### config.mk
export PLATFORM = sky130hd
export DESIGN_NAME = charge_gauge_status_registers
export DESIGN_NICKNAME = d
export VERILOG_FILES = /design/src/include/gauge_pkg.sv /design/src/include/gauge_if.sv /design/src/core/gauge_calc.sv /design/src/core/charge_gauge_status_registers.sv
export VERILOG_INCLUDE_DIRS = /design/src /design/src/include
export SDC_FILE = /design/constraint.sdc
export NUM_CORES = 1
export LEC_CHECK = 0
export BUFFER_PORTS_ARGS = -buffer_cell sky130_fd_sc_hd__buf_2
export CAP_MARGIN = 25
export CORE_ASPECT_RATIO = 0.5
export CORE_MARGIN = 5
export CORE_UTILIZATION = 60
export CTS_BUF_LIST = sky130_fd_sc_hd__clkbuf_4
export DETAILED_ROUTE_END_ITERATION = 10
export PLACE_DENSITY = 0.75
export SLEW_MARGIN = 30
export SYNTH_ARGS = -nofsm -noshare
export SYNTH_HDL_FRONTEND = slang
export SYNTH_SLANG_ARGS = --single-unit
### constraint.sdc
create_clock -name CLK_I -period 45.7 [get_ports CLK_I]
set_input_delay 9.14 -clock CLK_I [delete_from_list [all_inputs] [get_ports CLK_I]]
set_output_delay 9.14 -clock CLK_I [all_outputs]
set_load 0.02 [all_outputs]
### src/include/gauge_params.svh
`ifndef GAUGE_PARAMS_SVH
`define GAUGE_PARAMS_SVH

// Register offsets
`define OFS_PRIMARY_STATUS_FLAGS   7'h01
`define OFS_TEMPERATURE_AND_GAUGE  7'h02
`define OFS_CHARGE_COUNT_HIGH      7'h03
`define OFS_PACK_IDENTIFIER        7'h04
`define OFS_MEASURED_FULL_CAPACITY 7'h05
`define OFS_CHARGE_COUNT_LOW       7'h17
`define OFS_SOFT_RESET             7'h39

// Command byte fields
`define CMD_WRITE_BIT 7
`define SOFT_RESET_VALUE 8'h80

// Primary status flag bit positions
`define FLAG_CHARGING_BIT  7
`define FLAG_REPLACED_BIT  6
`define FLAG_OVERVOLT_BIT  5
`define FLAG_VALID_DIS_BIT 3
`define FLAG_EMPTY_BIT     1

// Reset values
`define RST_BYTE     8'h00
`define RST_REPLACED 1'b1

// Counting limits
`define SELF_DIS_LIMIT  13'h1000
`define VALID_CHG_COUNT 9'h100

// Temperature code bands
`define CODE_ZERO_C 4'h4
`define CODE_ABOVE_40C 4'h8
`define CODE_BELOW_M10C 4'h2

// Efficiency weights in quarter counts
`define WEIGHT_FULL   18'h00004
`define WEIGHT_WARM_CHG 18'h00004
`define WEIGHT_MILD_CHG 18'h00003
`define WEIGHT_COLD_CHG 18'h00002
`define WEIGHT_SD_HOT  18'h00008
`define WEIGHT_SD_NORM 18'h00004
`define WEIGHT_SD_COLD 18'h00002

// Capacity correction temperatures in degrees C
`define COOL_LIMIT_DEG 8'sh00
`define COLD_LIMIT_DEG -8'sh14
`define HYST_DEG       8'sh04

// Display blink: 4 Hz, so half period of 125 ms
`define CLK_KHZ       125000
`define BLINK_HALF_MS 125
`define BLINK_HALF_CYCLES (`CLK_KHZ * `BLINK_HALF_MS)

`endif

### src/include/gauge_pkg.sv
package gauge_pkg;

	typedef enum logic [1:0] {
		BAND_WARM,
		BAND_COOL,
		BAND_COLD
	} band_t;

	typedef struct packed {
		band_t band;
	} calc_state_t;

	typedef struct packed {
		logic        init;
		logic        chg;
		logic        battery_replaced_flag;
		logic        cell_overvoltage_flag;
		logic        valid_discharge_flag;
		logic        empty_warning_flag;
		logic [17:0] available_charge_count;
		logic [7:0]  measured_full_capacity;
		logic [8:0]  chg_run;
		logic [12:0] sd_cnt;
		logic [17:0] dis_run;
		logic [23:0] blink_div;
		logic        blink;
		logic        rsp_valid;
		logic [7:0]  rsp_data;
		logic        first_display_segment;
		logic [3:0]  gauge;
	} state_t;

endpackage

### src/include/gauge_if.sv
`timescale 1ns/1ps
`default_nettype none

interface gauge_if;
	logic [7:0]        count_high;
	logic [7:0]        full_ref;
	logic signed [7:0] temp_deg;
	logic [3:0]        sixteenths;

	modport calc (
		input  count_high,
		input  full_ref,
		input  temp_deg,
		output sixteenths
	);
	modport user (
		output count_high,
		output full_ref,
		output temp_deg,
		input  sixteenths
	);
endinterface

`default_nettype wire

### src/core/gauge_calc.sv
`timescale 1ns/1ps
`default_nettype none
`include "gauge_params.svh"

module gauge_calc (
	input wire logic CLK_I,
	input wire logic RST_N_I,
	gauge_if.calc    gif
);
	gauge_pkg::calc_state_t st;
	gauge_pkg::calc_state_t next_st;
	logic [11:0] num;
	logic [11:0] scaled;
	logic [11:0] quot;

	always_comb begin
		next_st = st;
		if (gif.temp_deg < `COLD_LIMIT_DEG) begin
			next_st.band = gauge_pkg::BAND_COLD;
		end else if (st.band == gauge_pkg::BAND_WARM) begin
			if (gif.temp_deg < `COOL_LIMIT_DEG) begin
				next_st.band = gauge_pkg::BAND_COOL;
			end
		end else if (gif.temp_deg > `HYST_DEG) begin
			next_st.band = gauge_pkg::BAND_WARM;
		end else begin
			next_st.band = gauge_pkg::BAND_COOL;
		end
	end

	always_ff @(posedge CLK_I or negedge RST_N_I) begin
		if (!RST_N_I) begin
			st <= '{band: gauge_pkg::BAND_WARM};
		end else begin
			st <= next_st;
		end
	end

	always_comb begin
		num = {gif.count_high, 4'h0};
		case (st.band)
			gauge_pkg::BAND_WARM: scaled = num;
			gauge_pkg::BAND_COOL: scaled = 12'((num * 3) >> 2);
			gauge_pkg::BAND_COLD: scaled = num >> 1;
			default: scaled = num;
		endcase
		// An empty reference would divide by zero, so report full
		quot = (gif.full_ref == 8'h00) ? 12'hFFF : scaled / {4'h0, gif.full_ref};
		gif.sixteenths = (quot > 12'h00F) ? 4'hF : quot[3:0];
	end
endmodule

`default_nettype wire

### src/core/charge_gauge_status_registers.sv
`timescale 1ns/1ps
`default_nettype none
`include "gauge_params.svh"

// Contract
// - Charging flag follows sense below -400uV
// - Replaced flag set on corruption or reset
// - Replaced flag clears at full or empty
// - Overvoltage flag mirrors cell above 2.0V
// - Valid discharge set leaving full count
// - Valid discharge cleared by four causes
// - Empty flag latched until valid charge
// - Overload suppresses empty detection
// - Segment one blinks 4Hz while empty
// - Temperature code in upper nibble
// - Temperature chooses efficiency and self-discharge
// - Gauge in sixteenths from count, reference
// - Cold bands scale gauge 0.75, 0.5
// - 4C hysteresis at the zero boundary
// - Count up on charge, down otherwise
// - Strap selects count preload at reset
// - Low byte halts when high is zero
// - Valid charge clears low byte
// - Host writes high byte of count
// - Pack identifier host storage, no default
// - Full capacity learned, preset, host RW
// - Command bit 7 writes, invalid ignored
// - Bytes travel least significant bit first
module charge_gauge_status_registers #(
	parameter int unsigned BLINK_HALF_CYCLES = `BLINK_HALF_CYCLES
) (
	// Clock and reset
	input  wire logic        CLK_I,
	input  wire logic        RST_N_I,
	// Command byte link
	input  wire logic        CMD_VALID_I,
	input  wire logic [7:0]  CMD_BYTE_I,
	input  wire logic [7:0]  CMD_DATA_I,
	output var  logic        RSP_VALID_O,
	output var  logic [7:0]  RSP_DATA_O,
	// Measurement events and levels
	input  wire logic        CHARGE_COUNT_I,
	input  wire logic        DISCHARGE_COUNT_I,
	input  wire logic        SELF_DISCHARGE_COUNT_I,
	input  wire logic        SENSE_CHARGE_I,
	input  wire logic        CELL_PRESENT_I,
	input  wire logic        REG_CORRUPT_I,
	input  wire logic        CELL_OVERVOLT_I,
	input  wire logic        CELL_EMPTY_I,
	input  wire logic        DISCHARGE_OVERLOAD_I,
	input  wire logic [3:0]  TEMPERATURE_CODE_I,
	input  wire logic signed [7:0] TEMPERATURE_DEG_I,
	input  wire logic [7:0]  PROGRAMMED_FULL_CAPACITY_I,
	input  wire logic        FOURTH_PROGRAM_INPUT_I,
	// Display
	output var  logic        FIRST_DISPLAY_SEGMENT_O,
	output var  logic [3:0]  GAUGE_LEVEL_O
);
	gauge_pkg::state_t st;
	gauge_pkg::state_t next_st;
	logic [7:0] pack_identifier;
	logic       id_write;
	logic       cmd_write;
	logic [6:0] cmd_addr;
	logic       valid_charge;
	logic       empty_set;
	logic       lmd_update;
	logic [7:0] flags;
	logic [7:0] read_data;

	gauge_if gif ();

	gauge_calc u_calc (
		.CLK_I   (CLK_I),
		.RST_N_I (RST_N_I),
		.gif     (gif.calc)
	);

	function automatic logic [17:0] charge_weight(input logic [3:0] code);
		if (code >= `CODE_ZERO_C) begin
			charge_weight = `WEIGHT_WARM_CHG;
		end else if (code >= `CODE_BELOW_M10C) begin
			charge_weight = `WEIGHT_MILD_CHG;
		end else begin
			charge_weight = `WEIGHT_COLD_CHG;
		end
	endfunction

	function automatic logic [17:0] self_dis_weight(input logic [3:0] code);
		if (code >= `CODE_ABOVE_40C) begin
			self_dis_weight = `WEIGHT_SD_HOT;
		end else if (code >= `CODE_ZERO_C) begin
			self_dis_weight = `WEIGHT_SD_NORM;
		end else begin
			self_dis_weight = `WEIGHT_SD_COLD;
		end
	endfunction

	// Quarter-count fraction bits hold efficiency remainders below the low byte
	function automatic logic [17:0] count_down(input logic [17:0] available_charge_count, input logic [17:0] w);
		if (available_charge_count[17:10] == 8'h00) begin
			count_down = available_charge_count;
		end else if (available_charge_count < w) begin
			count_down = 18'h00000;
		end else begin
			count_down = available_charge_count - w;
		end
	endfunction

	assign cmd_write = CMD_BYTE_I[`CMD_WRITE_BIT];
	assign cmd_addr  = CMD_BYTE_I[6:0];
	// Bit 0 of each byte is the first bit on the wire
	assign id_write  = CMD_VALID_I && cmd_write && (cmd_addr == `OFS_PACK_IDENTIFIER);

	assign gif.count_high = st.available_charge_count[17:10];
	assign gif.full_ref   = (st.measured_full_capacity != 8'h00) ? st.measured_full_capacity : PROGRAMMED_FULL_CAPACITY_I;
	assign gif.temp_deg   = TEMPERATURE_DEG_I;

	always_comb begin
		flags = 8'h00;
		flags[`FLAG_CHARGING_BIT]  = st.chg;
		flags[`FLAG_REPLACED_BIT]  = st.battery_replaced_flag;
		flags[`FLAG_OVERVOLT_BIT]  = st.cell_overvoltage_flag;
		flags[`FLAG_VALID_DIS_BIT] = st.valid_discharge_flag;
		flags[`FLAG_EMPTY_BIT]     = st.empty_warning_flag;
		case (cmd_addr)
			`OFS_PRIMARY_STATUS_FLAGS:   read_data = flags;
			`OFS_TEMPERATURE_AND_GAUGE:  read_data = {TEMPERATURE_CODE_I, st.gauge};
			`OFS_CHARGE_COUNT_HIGH:      read_data = st.available_charge_count[17:10];
			`OFS_PACK_IDENTIFIER:        read_data = pack_identifier;
			`OFS_MEASURED_FULL_CAPACITY: read_data = st.measured_full_capacity;
			`OFS_CHARGE_COUNT_LOW:       read_data = st.available_charge_count[9:2];
			default:                     read_data = 8'h00;
		endcase
	end

	always_comb begin
		next_st = st;
		next_st.rsp_valid = 1'b0;

		// Charging is recognised on the sense level, but a DISCHARGE_COUNT_I event cancels it; self-discharge does not
		next_st.chg  = SENSE_CHARGE_I && !DISCHARGE_COUNT_I;
		valid_charge = next_st.chg && !st.chg;
		next_st.cell_overvoltage_flag  = CELL_OVERVOLT_I;
		empty_set    = CELL_EMPTY_I && !DISCHARGE_OVERLOAD_I && !st.empty_warning_flag;
		lmd_update   = 1'b0;

		// Count movement
		if (CHARGE_COUNT_I) begin
			next_st.available_charge_count = (st.available_charge_count > 18'h3FFFF - charge_weight(TEMPERATURE_CODE_I)) ? 18'h3FFFF
				: st.available_charge_count + charge_weight(TEMPERATURE_CODE_I);
			next_st.chg_run = (st.chg_run == `VALID_CHG_COUNT) ? st.chg_run : st.chg_run + 9'h001;
		end else if (DISCHARGE_COUNT_I) begin
			next_st.available_charge_count = count_down(st.available_charge_count, `WEIGHT_FULL);
			next_st.dis_run = st.dis_run + `WEIGHT_FULL;
		end else if (SELF_DISCHARGE_COUNT_I) begin
			next_st.available_charge_count = count_down(st.available_charge_count, self_dis_weight(TEMPERATURE_CODE_I));
			next_st.sd_cnt = (st.sd_cnt > `SELF_DIS_LIMIT) ? st.sd_cnt : st.sd_cnt + 13'h0001;
		end
		if (valid_charge) begin
			next_st.available_charge_count[9:0] = 10'h000;
			next_st.chg_run  = 9'h000;
		end

		// Empty warning stays until a valid charge; a new detection wins
		if (empty_set) begin
			next_st.empty_warning_flag = 1'b1;
		end else if (valid_charge) begin
			next_st.empty_warning_flag = 1'b0;
		end

		// Full capacity is learned from a qualified full-to-empty discharge
		if (empty_set && st.valid_discharge_flag && TEMPERATURE_CODE_I >= `CODE_ZERO_C) begin
			next_st.measured_full_capacity = st.dis_run[17:10];
			lmd_update  = 1'b1;
		end

		// Host commands; writes to unknown addresses and read-only targets are dropped, reads of unknown addresses return zero
		if (CMD_VALID_I && !cmd_write) begin
			next_st.rsp_valid = 1'b1;
			next_st.rsp_data  = read_data;
		end else if (CMD_VALID_I) begin
			case (cmd_addr)
				`OFS_CHARGE_COUNT_HIGH: next_st.available_charge_count[17:10] = CMD_DATA_I;
				`OFS_MEASURED_FULL_CAPACITY: begin
					next_st.measured_full_capacity = CMD_DATA_I;
					lmd_update  = 1'b1;
				end
				`OFS_SOFT_RESET: begin
					// Only the top bit alone is a defined reset request
					if (CMD_DATA_I == `SOFT_RESET_VALUE) begin
						next_st.init = 1'b1;
					end
				end
				default: next_st.init = next_st.init;
			endcase
		end

		// Valid discharge: clears first, then the start of a discharge at full wins
		if (lmd_update || st.sd_cnt > `SELF_DIS_LIMIT || st.chg_run == `VALID_CHG_COUNT
				|| (empty_set && TEMPERATURE_CODE_I < `CODE_ZERO_C)) begin
			next_st.valid_discharge_flag = 1'b0;
		end
		if (DISCHARGE_COUNT_I && !st.valid_discharge_flag && st.available_charge_count[17:10] == st.measured_full_capacity) begin
			next_st.valid_discharge_flag     = 1'b1;
			next_st.sd_cnt  = 13'h0000;
			next_st.dis_run = 18'h00000;
		end

		// Replaced flag: clear at full or empty, corruption detection wins
		if (st.chg && st.available_charge_count[17:10] == st.measured_full_capacity) begin
			next_st.battery_replaced_flag = 1'b0;
		end else if (empty_set) begin
			next_st.battery_replaced_flag = 1'b0;
		end
		if (CELL_PRESENT_I && REG_CORRUPT_I) begin
			next_st.battery_replaced_flag = 1'b1;
		end

		// Reset loading; the strap is sampled here, after reset release
		if (st.init) begin
			next_st.init = 1'b0;
			next_st.battery_replaced_flag  = 1'b1;
			next_st.valid_discharge_flag  = 1'b0;
			next_st.measured_full_capacity  = PROGRAMMED_FULL_CAPACITY_I;
			next_st.available_charge_count  = FOURTH_PROGRAM_INPUT_I ? 18'h00000
				: {PROGRAMMED_FULL_CAPACITY_I, 10'h000};
		end

		// Blink divider emits a toggle pulse every half period
		if (st.blink_div >= 24'(BLINK_HALF_CYCLES - 1)) begin
			next_st.blink_div = 24'h000000;
			next_st.blink     = !st.blink;
		end else begin
			next_st.blink_div = st.blink_div + 24'h000001;
		end
		next_st.first_display_segment  = st.empty_warning_flag && st.blink;
		next_st.gauge = gif.sixteenths;
	end

	always_ff @(posedge CLK_I or negedge RST_N_I) begin
		if (!RST_N_I) begin
			st      <= '0;
			st.init <= 1'b1;
			st.battery_replaced_flag  <= `RST_REPLACED;
		end else begin
			st <= next_st;
		end
	end

	// Identifier keeps its content across resets and has no defined start value
	always_ff @(posedge CLK_I) begin
		if (id_write) begin
			pack_identifier <= CMD_DATA_I;
		end
	end

	assign RSP_VALID_O             = st.rsp_valid;
	assign RSP_DATA_O              = st.rsp_data;
	assign FIRST_DISPLAY_SEGMENT_O = st.first_display_segment;
	assign GAUGE_LEVEL_O           = st.gauge;
endmodule

`default_nettype wire

==> impl_results.html <==
<table>
<tr><th>Metric</th><th>Value</th></tr>
<tr><th colspan="2">Status</th></tr>
<tr><td>Run status</td><td>completed</td></tr>
<tr><th colspan="2">Logic synthesis</th></tr>
<tr><td>Summed instance area of the synthesized netlist</td><td>11300 sq um</td></tr>
<tr><td>Ys flop type</td><td>sky130_fd_sc_hd__dfrtp_1</td></tr>
<tr><td>Cells taking the most area after synthesis</td><td>sky130_fd_sc_hd__dfrtp_1 24%, sky130_fd_sc_hd__ha_1 11%, sky130_fd_sc_hd__nor2_1 5.5%, sky130_fd_sc_hd__nand2_1 4.6%, sky130_fd_sc_hd__xnor2_1 3.9%</td></tr>
<tr><td>Distinct cells, synth</td><td>88</td></tr>
<tr><td>Area leader, netlist</td><td>sky130_fd_sc_hd__dfrtp_1</td></tr>
<tr><td>Top cell type's share of synthesized area</td><td>0.242</td></tr>
<tr><td>Proportion of synthesized chip area in sequential cells</td><td>0.268</td></tr>
<tr><td>Syn Nets</td><td>between 1500 and 2000</td></tr>
<tr><td>Proportion of synthesized flip-flops having asynchronous set or reset</td><td>0.933</td></tr>
<tr><td>Syn avg cell area</td><td>between 8 and 9 sq um</td></tr>
<tr><td>Yosys reg bits</td><td>119</td></tr>
<tr><td>Synth warnings</td><td>0</td></tr>
<tr><td>Number of standard cells after synthesis</td><td>around 1400</td></tr>
<tr><td>Count of flip-flops with a built-in enable after synthesis</td><td>8</td></tr>
<tr><th colspan="2">Die</th></tr>
<tr><td>Effective utilization at floorplan</td><td>0.612</td></tr>
<tr><td>Core outline area</td><td>18400 sq um</td></tr>
<tr><td>Die Y</td><td>107 um</td></tr>
<tr><td>Overall die area</td><td>21800 sq um</td></tr>
<tr><td>Top-Level Pins</td><td>63</td></tr>
<tr><td>Standard-cell rows</td><td>35</td></tr>
<tr><td>Die span in x</td><td>a little over 200 um</td></tr>
<tr><th colspan="2">Final layout</th></tr>
<tr><td>Area taken by flip-flops and latches</td><td>3020 sq um</td></tr>
<tr><td>Top library cells by usage in the layout, fill and taps aside</td><td>164 x sky130_fd_sc_hd__nor2_1, 138 x sky130_fd_sc_hd__nand2_1, 109 x sky130_fd_sc_hd__dfrtp_1</td></tr>
<tr><td>Fin nets</td><td>1571</td></tr>
<tr><td>Filler cell count in the final layout</td><td>1623</td></tr>
<tr><td>End-of-flow core utilization</td><td>0.649</td></tr>
<tr><td>Share of final-layout standard cells stronger than drive strength 1</td><td>0.109</td></tr>
<tr><td>Area of the multi-input gates</td><td>7770 sq um</td></tr>
<tr><td>Most common cell after layout, fill and taps aside</td><td>sky130_fd_sc_hd__nor2_1</td></tr>
<tr><td>Signed area change from the synthesized netlist to the final layout</td><td>6.18%</td></tr>
<tr><th colspan="2">Timing</th></tr>
<tr><td>Transition time of the tightest slew-check pin</td><td>941 ps</td></tr>
<tr><td>Hold Fails Final Rpt</td><td>0</td></tr>
<tr><td>Final setup TNS</td><td>0 ps</td></tr>
<tr><td>Worst relative slew slack</td><td>0.369</td></tr>
<tr><td>Final clock period utilization by the worst path</td><td>0.667</td></tr>
<tr><td>Count of endpoints failing setup in the final report</td><td>0</td></tr>
<tr><td>Setup repair after global routing missed its margin</td><td>no</td></tr>
<tr><td>Max-slew violation count</td><td>0</td></tr>
<tr><td>Final clock skew</td><td>23.9 ps</td></tr>
<tr><td>Maximum operating frequency</td><td>32.8 MHz</td></tr>
<tr><td>Shortest clock period the worst path allows after layout</td><td>30490 ps</td></tr>
<tr><th colspan="2">Detailed routing</th></tr>
<tr><td>Drt initial violations</td><td>about 880</td></tr>
<tr><td>Total wirelength of the detailed-routed design</td><td>31400 um</td></tr>
<tr><td>Via/cell ratio</td><td>6.36</td></tr>
<tr><td>Vias after detailed routing</td><td>about 11000</td></tr>
<tr><td>Antenna viol nets, final</td><td>0</td></tr>
<tr><td>Total DRC errors in the routed layout</td><td>0</td></tr>
<tr><td>Drt wl/cell</td><td>18.6 um</td></tr>
<tr><td>First-pass iteration count of the detailed router</td><td>5</td></tr>
<tr><th colspan="2">Worst setup path</th></tr>
<tr><td>Critical path class</td><td>in2reg</td></tr>
<tr><td>Critical Path RT</td><td>approximately 46000 ps</td></tr>
<tr><td>Critical Path Source Type</td><td>primary input</td></tr>
<tr><td>Data arrival time of the critical path</td><td>30920 ps</td></tr>
<tr><td>Type of destination of the critical path</td><td>flip-flop</td></tr>
<tr><td>Cell mode on critical path</td><td>sky130_fd_sc_hd__ha_1</td></tr>
<tr><td>Crit-path slowest cell</td><td>sky130_fd_sc_hd__nor4_4</td></tr>
<tr><td>Maximum fanout count along the critical path</td><td>16</td></tr>
<tr><td>Worst stage delay on the critical path</td><td>630 ps</td></tr>
<tr><td>Reg2reg setup slack</td><td>22630 ps</td></tr>
<tr><th colspan="2">Clock network</th></tr>
<tr><td>Clock root buffer</td><td>sky130_fd_sc_hd__clkbuf_4</td></tr>
<tr><td>Clock latency of the later-clocked register in the worst-skew pair</td><td>roughly 540 ps</td></tr>
<tr><td>Setup Fix Bufs, Post-CTS</td><td>0</td></tr>
<tr><td>Total number of clock tree sinks</td><td>around 120</td></tr>
<tr><td>Max H-tree Level</td><td>4</td></tr>
<tr><td>Post-cts resize count</td><td>0</td></tr>
<tr><td>Num CTS Buffers</td><td>17</td></tr>
<tr><td>CTS tree</td><td>done</td></tr>
<tr><td>CTS clk-pin slew, worst paths</td><td>100 ps</td></tr>
<tr><td>Largest buffer count on any clock path</td><td>2</td></tr>
<tr><td>Cts hold-fix bufs</td><td>0</td></tr>
<tr><th colspan="2">Global routing</th></tr>
<tr><td>Initial antenna violation count</td><td>1</td></tr>
<tr><td>Remaining Overflow, GRT</td><td>0</td></tr>
<tr><td>GRT Total Usage</td><td>0.288</td></tr>
<tr><td>Via count of the first global-routing pass</td><td>about 10000</td></tr>
<tr><td>Global-route wire length before repair</td><td>51700 um</td></tr>
<tr><td>Pin count of the biggest net entering global routing</td><td>a little under 70</td></tr>
<tr><th colspan="2">Placed design</th></tr>
<tr><td>Routability-driven placement congestion ratio</td><td>0.932</td></tr>
<tr><td>Half-perimeter wire length after placement</td><td>23800 um</td></tr>
<tr><td>PortBufs</td><td>62</td></tr>
<tr><th colspan="2">Run</th></tr>
<tr><td>Maxcap violations</td><td>0</td></tr>
<tr><th colspan="2">Hold path</th></tr>
<tr><td>Path category of the worst min-delay check</td><td>reg2reg</td></tr>
</table>
cells by family after synthesis:
| kind of cell | share of synthesized area |
|---|---|
| fa+ha+maj | 0.119 |
| xor+xnor | 0.0761 |
| compound gates | 0.232 |
| buf+inv | 0.0447 |
| mux | 0.0350 |
| simple gates | 0.225 |
| flops | 0.268 |
cells in the mapped netlist, types with 15 or more instances:
cell type,instances
sky130_fd_sc_hd__nand2_1,138
sky130_fd_sc_hd__and3_1,17
sky130_fd_sc_hd__nor2_1,164
sky130_fd_sc_hd__dfrtp_1,109
sky130_fd_sc_hd__inv_1,54
sky130_fd_sc_hd__a31oi_1,17
sky130_fd_sc_hd__o21a_1,34
sky130_fd_sc_hd__nand4_1,25
sky130_fd_sc_hd__xor2_1,48
sky130_fd_sc_hd__nand3_1,44
sky130_fd_sc_hd__or3_1,15
sky130_fd_sc_hd__mux2_2,15
sky130_fd_sc_hd__o21ai_0,77
sky130_fd_sc_hd__clkbuf_1,37
sky130_fd_sc_hd__a22oi_1,16
sky130_fd_sc_hd__nor3_1,35
sky130_fd_sc_hd__ha_1,101
sky130_fd_sc_hd__a21oi_1,87
sky130_fd_sc_hd__a21o_1,26
sky130_fd_sc_hd__mux2i_1,18
sky130_fd_sc_hd__xnor2_1,50
metrics by stage:
| step | std cells | hold slack, ps | setup slack, ps | instance area [sq um] |
|---|---|---|---|---|
| floorplan | 1381 | 434 | 17710 | 11300 |
| global placement | 1656 | 450 | 15690 | 11700 |
| detailed placement | 1656 | 472 | 14580 | 11700 |
| CTS | 1685 | 489 | 15110 | 11900 |
| global route | 1687 | 506 | 13330 | 12000 |
| finish | 1687 | 488 | 15210 | 12000 |
layout make-up:
type	instances	share of cell area
Timing Repair Buffer	77	0.0372
Antenna cell	1	0.000209
Sequential cell	119	0.252
Clock buffer	19	0.0119
Clock inverter	10	0.00502
Inverter	56	0.0176
Tap cell	259	0.0271
Multi-Input combinational cell	1146	0.649
flip-flops by register name (all words and copies together) (netlist names):
register and cells:
FIRST_DISPLAY_SEGMENT_O 1, RSP_VALID_O 1, GAUGE_LEVEL_O 4, flags 5, u_calc.st 2, RSP_DATA_O 8, pack_identifier 8, gif.count_high 8
st 82
critical path, delay by kind of cell:
family          cells  cell delay [ps]
compound gates     50            11480
simple gates       24             5370
fa+ha+maj          12             3520
mux                 4             1130
buf+inv             2              210
layer usage:
metal	share of wire	global-route usage	up-vias
li1	-	-	5112
met1	0.45	0.391	5112
met2	0.46	0.475	426
met3	0.069	0.0441	85
met4	0.029	0.0962	0
met5	0	0	-
path summary, 6_finish.rpt:
check	start	end	depth (start not counted)
setup / recovery	PROGRAMMED_FULL_CAPACITY_I[7]	GAUGE_LEVEL_O[0]	92
hold / removal	st[14]	st[14]	1
setup reg to reg	gif.count_high[0]	GAUGE_LEVEL_O[0]	97
hold reg to reg	st[14]	st[14]	1
max in group asynchronous	RST_N_I	st[110]	3
min in group asynchronous	RST_N_I	st[23]	1
Power is left out: the tool's default activity adds up to more than one toggle a clock period on the data nets, which glitch-free logic cannot reach.
